[config.mk]
export PLATFORM = sky130hd
export DESIGN_NAME = fcpr_regs
export DESIGN_NICKNAME = d
export VERILOG_FILES = /design/src/hdl/fcpr_pkg.sv /design/src/hdl/fcpr_regs.sv
export VERILOG_INCLUDE_DIRS = /design/src /design/src/hdl
export SDC_FILE = /design/constraint.sdc
export NUM_CORES = 1
export LEC_CHECK = 0
export ABC_AREA = 1
export BUFFER_PORTS_ARGS = -buffer_cell sky130_fd_sc_hd__buf_4
export CAP_MARGIN = 25
export CORE_MARGIN = 10
export CORE_UTILIZATION = 50
export DETAILED_ROUTE_END_ITERATION = 6
export PLACE_DENSITY = 0.77
export SLEW_MARGIN = 20
export SYNTH_ARGS = -nofsm -noshare
export SYNTH_HDL_FRONTEND = slang
export SYNTH_SLANG_ARGS = --single-unit
[constraint.sdc]
create_clock -name clk -period 3.8 [get_ports clk]
set_input_delay 0.19 -clock clk [delete_from_list [all_inputs] [get_ports clk]]
set_output_delay 0.19 -clock clk [all_outputs]
set_load 0.005 [all_outputs]
[src/hdl/fcpr_map.svh]
`ifndef FCPR_MAP_SVH
`define FCPR_MAP_SVH

// ==========================================================
// Register offsets (byte addresses)
`define FCPR_OFS_RAW_STATUS 8'h00
`define FCPR_OFS_EN_STATUS 8'h04
`define FCPR_OFS_EN_SET 8'h08
`define FCPR_OFS_EN_CLEAR 8'h0C
`define FCPR_OFS_EOI 8'h10
`define FCPR_OFS_FAULT_ADDR 8'h14
`define FCPR_OFS_FAULT_STATUS 8'h18
`define FCPR_OFS_FAULT_CLEAR 8'h1C
`define FCPR_OFS_PRIO_A 8'h20
`define FCPR_OFS_PRIO_B 8'h24
`define FCPR_OFS_PRIO_C 8'h28

// ==========================================================
// Violation and fault-clear bit positions
`define FCPR_BIT_ADDR_VIOL 1
`define FCPR_BIT_PROT_VIOL 0
`define FCPR_BIT_FAULT_CLEAR 0

// ==========================================================
// Field positions
`define FCPR_ACK_VEC_MSB 7
`define FCPR_ACK_VEC_LSB 0
`define FCPR_FS_XID_MSB 31
`define FCPR_FS_XID_LSB 24
`define FCPR_FS_INIT_MSB 23
`define FCPR_FS_INIT_LSB 16
`define FCPR_FS_PRIV_MSB 12
`define FCPR_FS_PRIV_LSB 9
`define FCPR_FS_TYPE_MSB 5
`define FCPR_FS_TYPE_LSB 0
`define FCPR_PA_DATA_LSB 4
`define FCPR_PA_INSTR_LSB 0
`define FCPR_PB_DMA1_TC0_LSB 16
`define FCPR_PB_DMA0_TC1_LSB 12
`define FCPR_PB_DMA0_TC0_LSB 8
`define FCPR_PC_USB_DMA_LSB 12
`define FCPR_PC_USB_CFG_LSB 8
`define FCPR_PC_ETH_LSB 0

// ==========================================================
// Reset values and writable masks
`define FCPR_RST_PRIO_A 32'h4444_2222
`define FCPR_RST_PRIO_B 32'h4440_0000
`define FCPR_RST_PRIO_C 32'h5460_4404
`define FCPR_WMASK_PRIO_A 32'hFFFF_F777
`define FCPR_WMASK_PRIO_B 32'hFFFF_F777
`define FCPR_WMASK_PRIO_C 32'hFFFF_FFFF

`endif

[src/hdl/fcpr_pkg.sv]
package fcpr_pkg;

    // ==========================================================
    // Fault report from the access checker
    typedef struct packed {
        logic valid;
        logic is_addr;
        logic [31:0] addr;
        logic [7:0] xid;
        logic [7:0] initiator;
        logic [3:0] priv;
        logic [5:0] ftype;
    } fcpr_fault_t;

    // ==========================================================
    // Arbitration priorities, 0 highest, 7 lowest
    typedef struct packed {
        logic [2:0] cpu_data;
        logic [2:0] cpu_instr;
        logic [2:0] dma1_tc0_prio;
        logic [2:0] dma0_tc1_prio;
        logic [2:0] dma0_tc0_prio;
        logic [2:0] usb_dma_port_prio;
        logic [2:0] usb_cfg_port_prio;
        logic [2:0] ethernet_mac_port_prio;
    } fcpr_prio_t;

    typedef enum logic [5:0] {
        FCPR_FT_NONE = 6'h00,
        FCPR_FT_USER_EXEC = 6'h01,
        FCPR_FT_USER_WRITE = 6'h02,
        FCPR_FT_USER_READ = 6'h04,
        FCPR_FT_SUP_EXEC = 6'h08,
        FCPR_FT_SUP_WRITE = 6'h10,
        FCPR_FT_SUP_READ = 6'h20
    } fcpr_ftype_t;

endpackage

[src/hdl/fcpr_regs.sv]
`timescale 1ns/1ns
`include "fcpr_map.svh"

// Behaviour
// Enable-clear write bit1 disables address irq, bit0 disables protection irq
// Zero bits in an enable-clear write leave enables unchanged
// Enable-clear bits 31..2 read zero
// Software writes zero to end-of-interrupt after servicing
// End-of-interrupt write re-arms later interrupt generation
// End-of-interrupt takes 8-bit vector in 7..0; upper bits read zero
// Full address of the first faulting transfer is captured
// Fault status 31..24 holds transfer identifier
// Fault status 23..16 holds initiator identifier
// Fault status 12..9 holds privilege id; 15..13 and 8..6 read zero
// Fault status 5..0 holds one-hot fault type
// Priority fields are 3 bits, 0 highest, 7 lowest
// First priority register: data port 6..4, instruction port 2..0
// Second priority register: transfer controllers at 18..16, 14..12, 10..8
// Third priority register: usb dma 14..12, usb cfg 10..8, mac 2..0
// Software writes reserved priority fields back with their defaults
// Bits 11, 7 and 3 of first two priority registers read zero
// Raw status set by violation or write one; enabled-status write one clears
// Violations on the register space raise the interrupt
// First fault stays captured until the capture is cleared
// Interrupt high while any raw status bit and its enable are set

module fcpr_regs (
    input wire logic clk,
    input wire logic rstn,
    input wire logic [7:0] reg_addr,
    input wire logic [31:0] reg_wdata,
    input wire logic reg_wr,
    input wire logic reg_rd,
    output logic [31:0] reg_rdata,
    input wire fcpr_pkg::fcpr_fault_t fault,
    output logic irq,
    output logic irq_pulse,
    output fcpr_pkg::fcpr_prio_t prio
);

    // ==========================================================
    // Decode
    logic wr_raw, wr_en_stat, wr_en_set, wr_en_clr, wr_eoi, wr_fclr;
    logic wr_pa, wr_pb, wr_pc;

    assign wr_raw = reg_wr && (reg_addr == `FCPR_OFS_RAW_STATUS);
    assign wr_en_stat = reg_wr && (reg_addr == `FCPR_OFS_EN_STATUS);
    assign wr_en_set = reg_wr && (reg_addr == `FCPR_OFS_EN_SET);
    assign wr_en_clr = reg_wr && (reg_addr == `FCPR_OFS_EN_CLEAR);
    assign wr_eoi = reg_wr && (reg_addr == `FCPR_OFS_EOI);
    assign wr_fclr = reg_wr && (reg_addr == `FCPR_OFS_FAULT_CLEAR);
    assign wr_pa = reg_wr && (reg_addr == `FCPR_OFS_PRIO_A);
    assign wr_pb = reg_wr && (reg_addr == `FCPR_OFS_PRIO_B);
    assign wr_pc = reg_wr && (reg_addr == `FCPR_OFS_PRIO_C);

    // ==========================================================
    // Violation events
    logic [1:0] hw_event;

    always_comb begin
        hw_event = 2'h0;
        hw_event[`FCPR_BIT_ADDR_VIOL] = fault.valid && fault.is_addr;
        hw_event[`FCPR_BIT_PROT_VIOL] = fault.valid && !fault.is_addr;
    end

    // ==========================================================
    // Raw status: set beats clear in the same cycle
    logic [1:0] raw_irq_status_ff;
    logic [1:0] nxt_raw_irq_status;

    always_comb begin
        nxt_raw_irq_status = raw_irq_status_ff;
        if (wr_en_stat) begin
            nxt_raw_irq_status = nxt_raw_irq_status & ~reg_wdata[1:0];
        end
        if (wr_raw) begin
            nxt_raw_irq_status = nxt_raw_irq_status | reg_wdata[1:0];
        end
        nxt_raw_irq_status = nxt_raw_irq_status | hw_event;
    end

    always_ff @(posedge clk or negedge rstn) begin
        if (!rstn) begin
            raw_irq_status_ff <= 2'h0;
        end else begin
            raw_irq_status_ff <= nxt_raw_irq_status;
        end
    end

    // ==========================================================
    // Interrupt enables
    logic [1:0] irq_enable_ff;

    always_ff @(posedge clk or negedge rstn) begin
        if (!rstn) begin
            irq_enable_ff <= 2'h0;
        end else if (wr_en_set) begin
            irq_enable_ff <= irq_enable_ff | reg_wdata[1:0];
        end else if (wr_en_clr) begin
            // Only ones disable; zeros keep the enable
            irq_enable_ff <= irq_enable_ff & ~reg_wdata[1:0];
        end
    end

    // ==========================================================
    // Interrupt output and end-of-interrupt arming
    logic [1:0] enabled_irq_status;
    logic armed_ff;

    assign enabled_irq_status = raw_irq_status_ff & irq_enable_ff;
    assign irq = |enabled_irq_status;
    // One pulse per serviced interrupt; a held level would hide a second fault
    assign irq_pulse = irq && armed_ff;

    always_ff @(posedge clk or negedge rstn) begin
        if (!rstn) begin
            armed_ff <= 1'b1;
        end else if (wr_eoi) begin
            armed_ff <= 1'b1;
        end else if (irq_pulse) begin
            armed_ff <= 1'b0;
        end
    end

    // ==========================================================
    // First-fault capture
    logic captured_ff;
    logic capture;
    logic [31:0] fault_address_ff;
    logic [7:0] xid_ff;
    logic [7:0] initiator_id_ff;
    logic [3:0] privilege_id_ff;
    logic [5:0] ftype_ff;

    assign capture = fault.valid && !captured_ff;

    always_ff @(posedge clk or negedge rstn) begin
        if (!rstn) begin
            captured_ff <= 1'b0;
        end else if (capture) begin
            captured_ff <= 1'b1;
        end else if (wr_fclr && reg_wdata[`FCPR_BIT_FAULT_CLEAR]) begin
            captured_ff <= 1'b0;
        end
    end

    always_ff @(posedge clk or negedge rstn) begin
        if (!rstn) begin
            fault_address_ff <= 32'h0000_0000;
            xid_ff <= 8'h00;
            initiator_id_ff <= 8'h00;
            privilege_id_ff <= 4'h0;
            ftype_ff <= fcpr_pkg::FCPR_FT_NONE;
        end else if (capture) begin
            fault_address_ff <= fault.addr;
            xid_ff <= fault.xid;
            initiator_id_ff <= fault.initiator;
            privilege_id_ff <= fault.priv;
            ftype_ff <= fault.ftype;
        end else if (wr_fclr && reg_wdata[`FCPR_BIT_FAULT_CLEAR]) begin
            fault_address_ff <= 32'h0000_0000;
            xid_ff <= 8'h00;
            initiator_id_ff <= 8'h00;
            privilege_id_ff <= 4'h0;
            ftype_ff <= fcpr_pkg::FCPR_FT_NONE;
        end
    end

    logic [31:0] fault_status;

    always_comb begin
        fault_status = 32'h0000_0000;
        fault_status[`FCPR_FS_XID_MSB:`FCPR_FS_XID_LSB] = xid_ff;
        fault_status[`FCPR_FS_INIT_MSB:`FCPR_FS_INIT_LSB] = initiator_id_ff;
        fault_status[`FCPR_FS_PRIV_MSB:`FCPR_FS_PRIV_LSB] = privilege_id_ff;
        fault_status[`FCPR_FS_TYPE_MSB:`FCPR_FS_TYPE_LSB] = ftype_ff;
    end

    // ==========================================================
    // Master priorities
    logic [31:0] master_priority_a_ff;
    logic [31:0] master_priority_b_ff;
    logic [31:0] master_priority_c_ff;

    always_ff @(posedge clk or negedge rstn) begin
        if (!rstn) begin
            master_priority_a_ff <= `FCPR_RST_PRIO_A;
        end else if (wr_pa) begin
            master_priority_a_ff <= reg_wdata & `FCPR_WMASK_PRIO_A;
        end
    end

    always_ff @(posedge clk or negedge rstn) begin
        if (!rstn) begin
            master_priority_b_ff <= `FCPR_RST_PRIO_B;
        end else if (wr_pb) begin
            master_priority_b_ff <= reg_wdata & `FCPR_WMASK_PRIO_B;
        end
    end

    always_ff @(posedge clk or negedge rstn) begin
        if (!rstn) begin
            master_priority_c_ff <= `FCPR_RST_PRIO_C;
        end else if (wr_pc) begin
            // Reserved fields are stored as written; software keeps defaults
            master_priority_c_ff <= reg_wdata & `FCPR_WMASK_PRIO_C;
        end
    end

    // 3-bit fields, lower value wins arbitration
    assign prio.cpu_data = master_priority_a_ff[`FCPR_PA_DATA_LSB +: 3];
    assign prio.cpu_instr = master_priority_a_ff[`FCPR_PA_INSTR_LSB +: 3];
    assign prio.dma1_tc0_prio = master_priority_b_ff[`FCPR_PB_DMA1_TC0_LSB +: 3];
    assign prio.dma0_tc1_prio = master_priority_b_ff[`FCPR_PB_DMA0_TC1_LSB +: 3];
    assign prio.dma0_tc0_prio = master_priority_b_ff[`FCPR_PB_DMA0_TC0_LSB +: 3];
    assign prio.usb_dma_port_prio = master_priority_c_ff[`FCPR_PC_USB_DMA_LSB +: 3];
    assign prio.usb_cfg_port_prio = master_priority_c_ff[`FCPR_PC_USB_CFG_LSB +: 3];
    assign prio.ethernet_mac_port_prio = master_priority_c_ff[`FCPR_PC_ETH_LSB +: 3];

    // ==========================================================
    // Read path, data one cycle after the strobe
    logic [31:0] nxt_rdata;

    always_comb begin
        nxt_rdata = 32'h0000_0000;
        unique case (reg_addr)
            `FCPR_OFS_RAW_STATUS: nxt_rdata[1:0] = raw_irq_status_ff;
            `FCPR_OFS_EN_STATUS: nxt_rdata[1:0] = enabled_irq_status;
            `FCPR_OFS_EN_SET: nxt_rdata[1:0] = irq_enable_ff;
            `FCPR_OFS_EN_CLEAR: nxt_rdata[1:0] = irq_enable_ff;
            `FCPR_OFS_EOI: nxt_rdata = 32'h0000_0000;
            `FCPR_OFS_FAULT_ADDR: nxt_rdata = fault_address_ff;
            `FCPR_OFS_FAULT_STATUS: nxt_rdata = fault_status;
            `FCPR_OFS_FAULT_CLEAR: nxt_rdata = 32'h0000_0000;
            `FCPR_OFS_PRIO_A: nxt_rdata = master_priority_a_ff;
            `FCPR_OFS_PRIO_B: nxt_rdata = master_priority_b_ff;
            `FCPR_OFS_PRIO_C: nxt_rdata = master_priority_c_ff;
            default: nxt_rdata = 32'h0000_0000;
        endcase
    end

    always_ff @(posedge clk or negedge rstn) begin
        if (!rstn) begin
            reg_rdata <= 32'h0000_0000;
        end else if (reg_rd) begin
            reg_rdata <= nxt_rdata;
        end else begin
            reg_rdata <= 32'h0000_0000;
        end
    end

endmodule // fcpr_regs

==> Flow_metrics.wiki <==
{| class="wikitable"
! Metric !! Value
|-
| Worst path arrival time || 2.20 ns
|-
| Combined global-route utilization of all metal layers || 0.201
|-
| Total of cells resized after clock tree synthesis || 0
|-
| Ports placed on the boundary || 162
|-
| Result of the run || finished, final reports clean
|-
| EDFF count, synth || 0
|-
| Residual antenna-violating net count after detailed routing || 0
|-
| Worst path setup slack after routing || 1.93 ns
|-
| Clock latency of the later-clocked register in the worst-skew pair || 0.43 ns
|-
| Count of cells along the worst register-to-register path || 4
|-
| Design area || 0.0102 mm2
|-
| Number of CTS-inserted buffers || 17
|-
| Length of the first detailed-routing pass in iterations || 5
|-
| Kind of cell adding the most delay to the critical path || buffers and inverters
|-
| Total clock sinks || 186
|-
| Count of final hold-check violations || 0
|-
| Final sum of negative setup slack || 0 ns
|-
| Antenna diode count || 0
|-
| Worst clock skew || 0.00915 ns
|-
| FP Rows || 47
|-
| Critical path required time || 4.14 ns
|-
| Standard cell with the maximum stage delay on the critical path || nand2_2
|-
| Core Area || 0.0165 mm2
|-
| Final Routed Wirelength || 22300 um
|-
| Setup crit end kind || register
|-
| Placement-stage worst setup slack || 1.30 ns
|-
| Maximum buffer depth of the clock tree || 2
|-
| Largest net degree at the start of global routing || 89
|-
| Full die area || 0.0223 mm2
|-
| Count of hold buffers inserted by post-cts repair || 5
|-
| Headroom to the max-slew limit || 0.342
|-
| Total leakage power || 5.36 nW
|-
| Iter 0 DRT Violations || 665
|-
| Cell area reported after detailed placement || 0.00950 mm2
|-
| Die Height || 149 um
|-
| Post-synth top flop || dfrtp_1
|-
| Transition time at the pin with the least slew margin || 0.984 ns
|-
| Area Overhead vs Synth || 22.5%
|-
| Path type of the worst setup path || in -> reg
|-
| Initial cell density of the core || 0.507
|-
| Fraction of the cycle the final worst path needs || 0.491
|-
| Reg clk slew, reported paths || 0.07 ns
|-
| Max-cap violations || 0
|-
| Fraction of layout cells with a size suffix above 1 || 0.211
|-
| Synth top area cells || dfrtp_1 (50%), nand2_1 (13%), o21ai_0 (6.8%), dfstp_2 (6.3%), nand3_1 (6.2%)
|-
| Nets in the synthesized netlist || 1109
|-
| Final Slew Violations || 0
|-
| GRT overflow || 0
|-
| Wire length of the first global-routing pass || 35900 um
|-
| Average vias per placed instance || 5.15
|-
| TritonCTS clock tree || done
|-
| Fraction of registers with async set or reset after synthesis || 1.00
|-
| Final cell count without fillers || 1356
|-
| Port Buf Inserts || 161
|-
| Avg Cell Area, Syn || 8.30 um2
|-
| Worst hold path depth || 3
|-
| Number of synthesis warnings || 0
|-
| Buffer and inverter count on the worst path || 5
|-
| Worst min-delay path category || in -> reg
|-
| Critical-path maximum fanout || 36
|-
| Vias in the first global route || 6983
|-
| Register area share after synthesis || 0.561
|-
| Sum of net half-perimeters after detailed placement || 14600 um
|-
| Flops & latches, synth || 186
|-
| Post-route DRC violation count || 0
|-
| Routed via count || 6980
|-
| Delay contributed by the slowest stage of the critical path || 0.45 ns
|-
| Setup violators final || 0
|-
| Cell Area, Synth || 0.00834 mm2
|-
| CP Cell Sequence || buf_4, inv_1, nand2_1, nor2_4, inv_2, nor2_4, buf_4, nand2_2, buf_16, o21ai_0
|-
| Post-synthesis cell type count || 26
|-
| Clock tree root buffer cell || clkbuf_16
|-
| Number of H-tree branching levels || 4
|-
| Minimum clock period || 1.87 ns
|-
| Post-CTS Setup Repair Bufs || 0
|-
| Post-synthesis cell type with the largest combined area || dfrtp_1
|-
| Number of nets at the end of the flow || 1227
|-
| Gp weighted congestion || 0.849
|-
| Critical path depth || 10
|-
| Final-layout worst hold slack || 0.00998 ns
|-
| Placed cell count || 1317
|-
| Die X-Extent || 149 um
|-
| Setup repair after global routing missed its margin || no
|-
| Power density over the cells || 467 mW/mm2
|-
| Average wire per cell in the routed design || 16.4 um
|-
| Share of Yosys cell area claimed by the top area cell type || 0.498
|-
| Maximum achievable frequency || 0.536 GHz
|-
| Worst vdd ir || 0.000332 V
|-
| Cell count after synthesis || 1005
|-
| Critical Path Source Type || primary input
|-
| Antenna violations before repair || 0
|}
-- cell families (layout without fill, tap and decap cells) --
kind of cell	after synthesis	count (layout)	synth area share
AND/OR/NAND/NOR	481	481	0.242
AO/OA/AOI/OAI	155	155	0.0937
flip-flops	186	186	0.561
buffers and inverters	183	314	0.104
-- per-stage QoR --
step / power (mW) / utilization
floorplan: 2.69 / -
global placement: 2.89 / 0.573
detailed placement: 2.93 / 0.577
CTS: 4.79 / 0.618
global route: 4.98 / 0.621
finish: 4.77 / 0.621
-- where the power goes --
group | leakage, nW | internal (mW) | switching [mW]
registers | 2.41 | 2.26 | 0.157
logic | 2.65 | 0.230 | 0.255
clock network | 0.305 | 1.10 | 0.769
total | 5.36 | 3.59 | 1.18
-- metal layers --
| metal | share of wire | track usage | up-vias | routed length, um |
|---|---|---|---|---|
| li1 | - | - | 3369 | - |
| met1 | 0.43 | 0.262 | 3313 | 9500 |
| met2 | 0.48 | 0.321 | 264 | 10600 |
| met3 | 0.080 | 0.0507 | 34 | 1780 |
| met4 | 0.018 | 0.0638 | 0 | 399 |
| met5 | 0 | 0 | - | 0 |
-- flip-flops by register name (all words and copies together) (netlist names), named ones only --
name / count
ftype_ff: 6
armed_ff: 1
fault_address_ff: 32
reg_rdata: 32
master_priority_c_ff: 32
master_priority_a_ff: 29
privilege_id_ff: 4
xid_ff: 8
captured_ff: 1
master_priority_b_ff: 29
initiator_id_ff: 8
raw_irq_status_ff: 2
-- cells in the mapped netlist, types with 17 or more instances --
cell and n:
nand2_1 296, inv_1 104, nor2_1 67, buf_2 24
dfstp_2 20, buf_4 29, clkbuf_1 17, nand3_1 103
dfrtp_1 166, o21ai_0 113, o21ai_1 36
-- worst min-delay path: stages --
cell	delay (ns)
buf_4	0.11
inv_1	0.04
o21ai_1	0.06
-- cell usage in the layout, fill, tap and decap left out, types with 2 or more instances in the layout --
| cell | n |
|---|---|
| nor3_1 | 2 |
| dfstp_2 | 20 |
| clkinv_2 | 5 |
| nand2_1 | 295 |
| buf_12 | 2 |
| clkinvlp_4 | 2 |
| dlygate4sd3_1 | 5 |
| a21oi_1 | 4 |
| nand2_2 | 2 |
| clkbuf_16 | 17 |
| buf_4 | 166 |
| o21ai_0 | 113 |
| clkinv_4 | 2 |
| dfrtp_1 | 166 |
| bufinv_16 | 4 |
| nand3_1 | 103 |
| inv_1 | 104 |
| o21ai_1 | 36 |
| buf_16 | 2 |
| nor2_4 | 7 |
| nor2_1 | 66 |
-- worst paths after layout --
path	slack [ns]	to	start
max in group asynchronous	2.41	master_priority_a_ff[26]	rstn
worst max-delay path	1.93	master_priority_c_ff[26]	reg_addr[0]
worst min-delay path	0.01	fault_address_ff[0]	fault[26]
worst max register to register	2.25	fault_address_ff[6]	captured_ff
min in group asynchronous	0.38	master_priority_b_ff[5]	rstn
worst min register to register	0.47	master_priority_b_ff[22]	master_priority_b_ff[22]
-- final cells by class --
| cell class | count | area (um2) |
|---|---|---|
| Fill cell | 1431 | 6240 |
| Clock inverter | 15 | 198 |
| Clock buffer | 17 | 425 |
| Timing Repair Buffer | 177 | 1420 |
| Sequential cell | 186 | 4680 |
| Tap cell | 220 | 275 |
| Multi-Input combinational cell | 636 | 2830 |
| Inverter | 105 | 394 |
(Power assumes the default switching activity.)
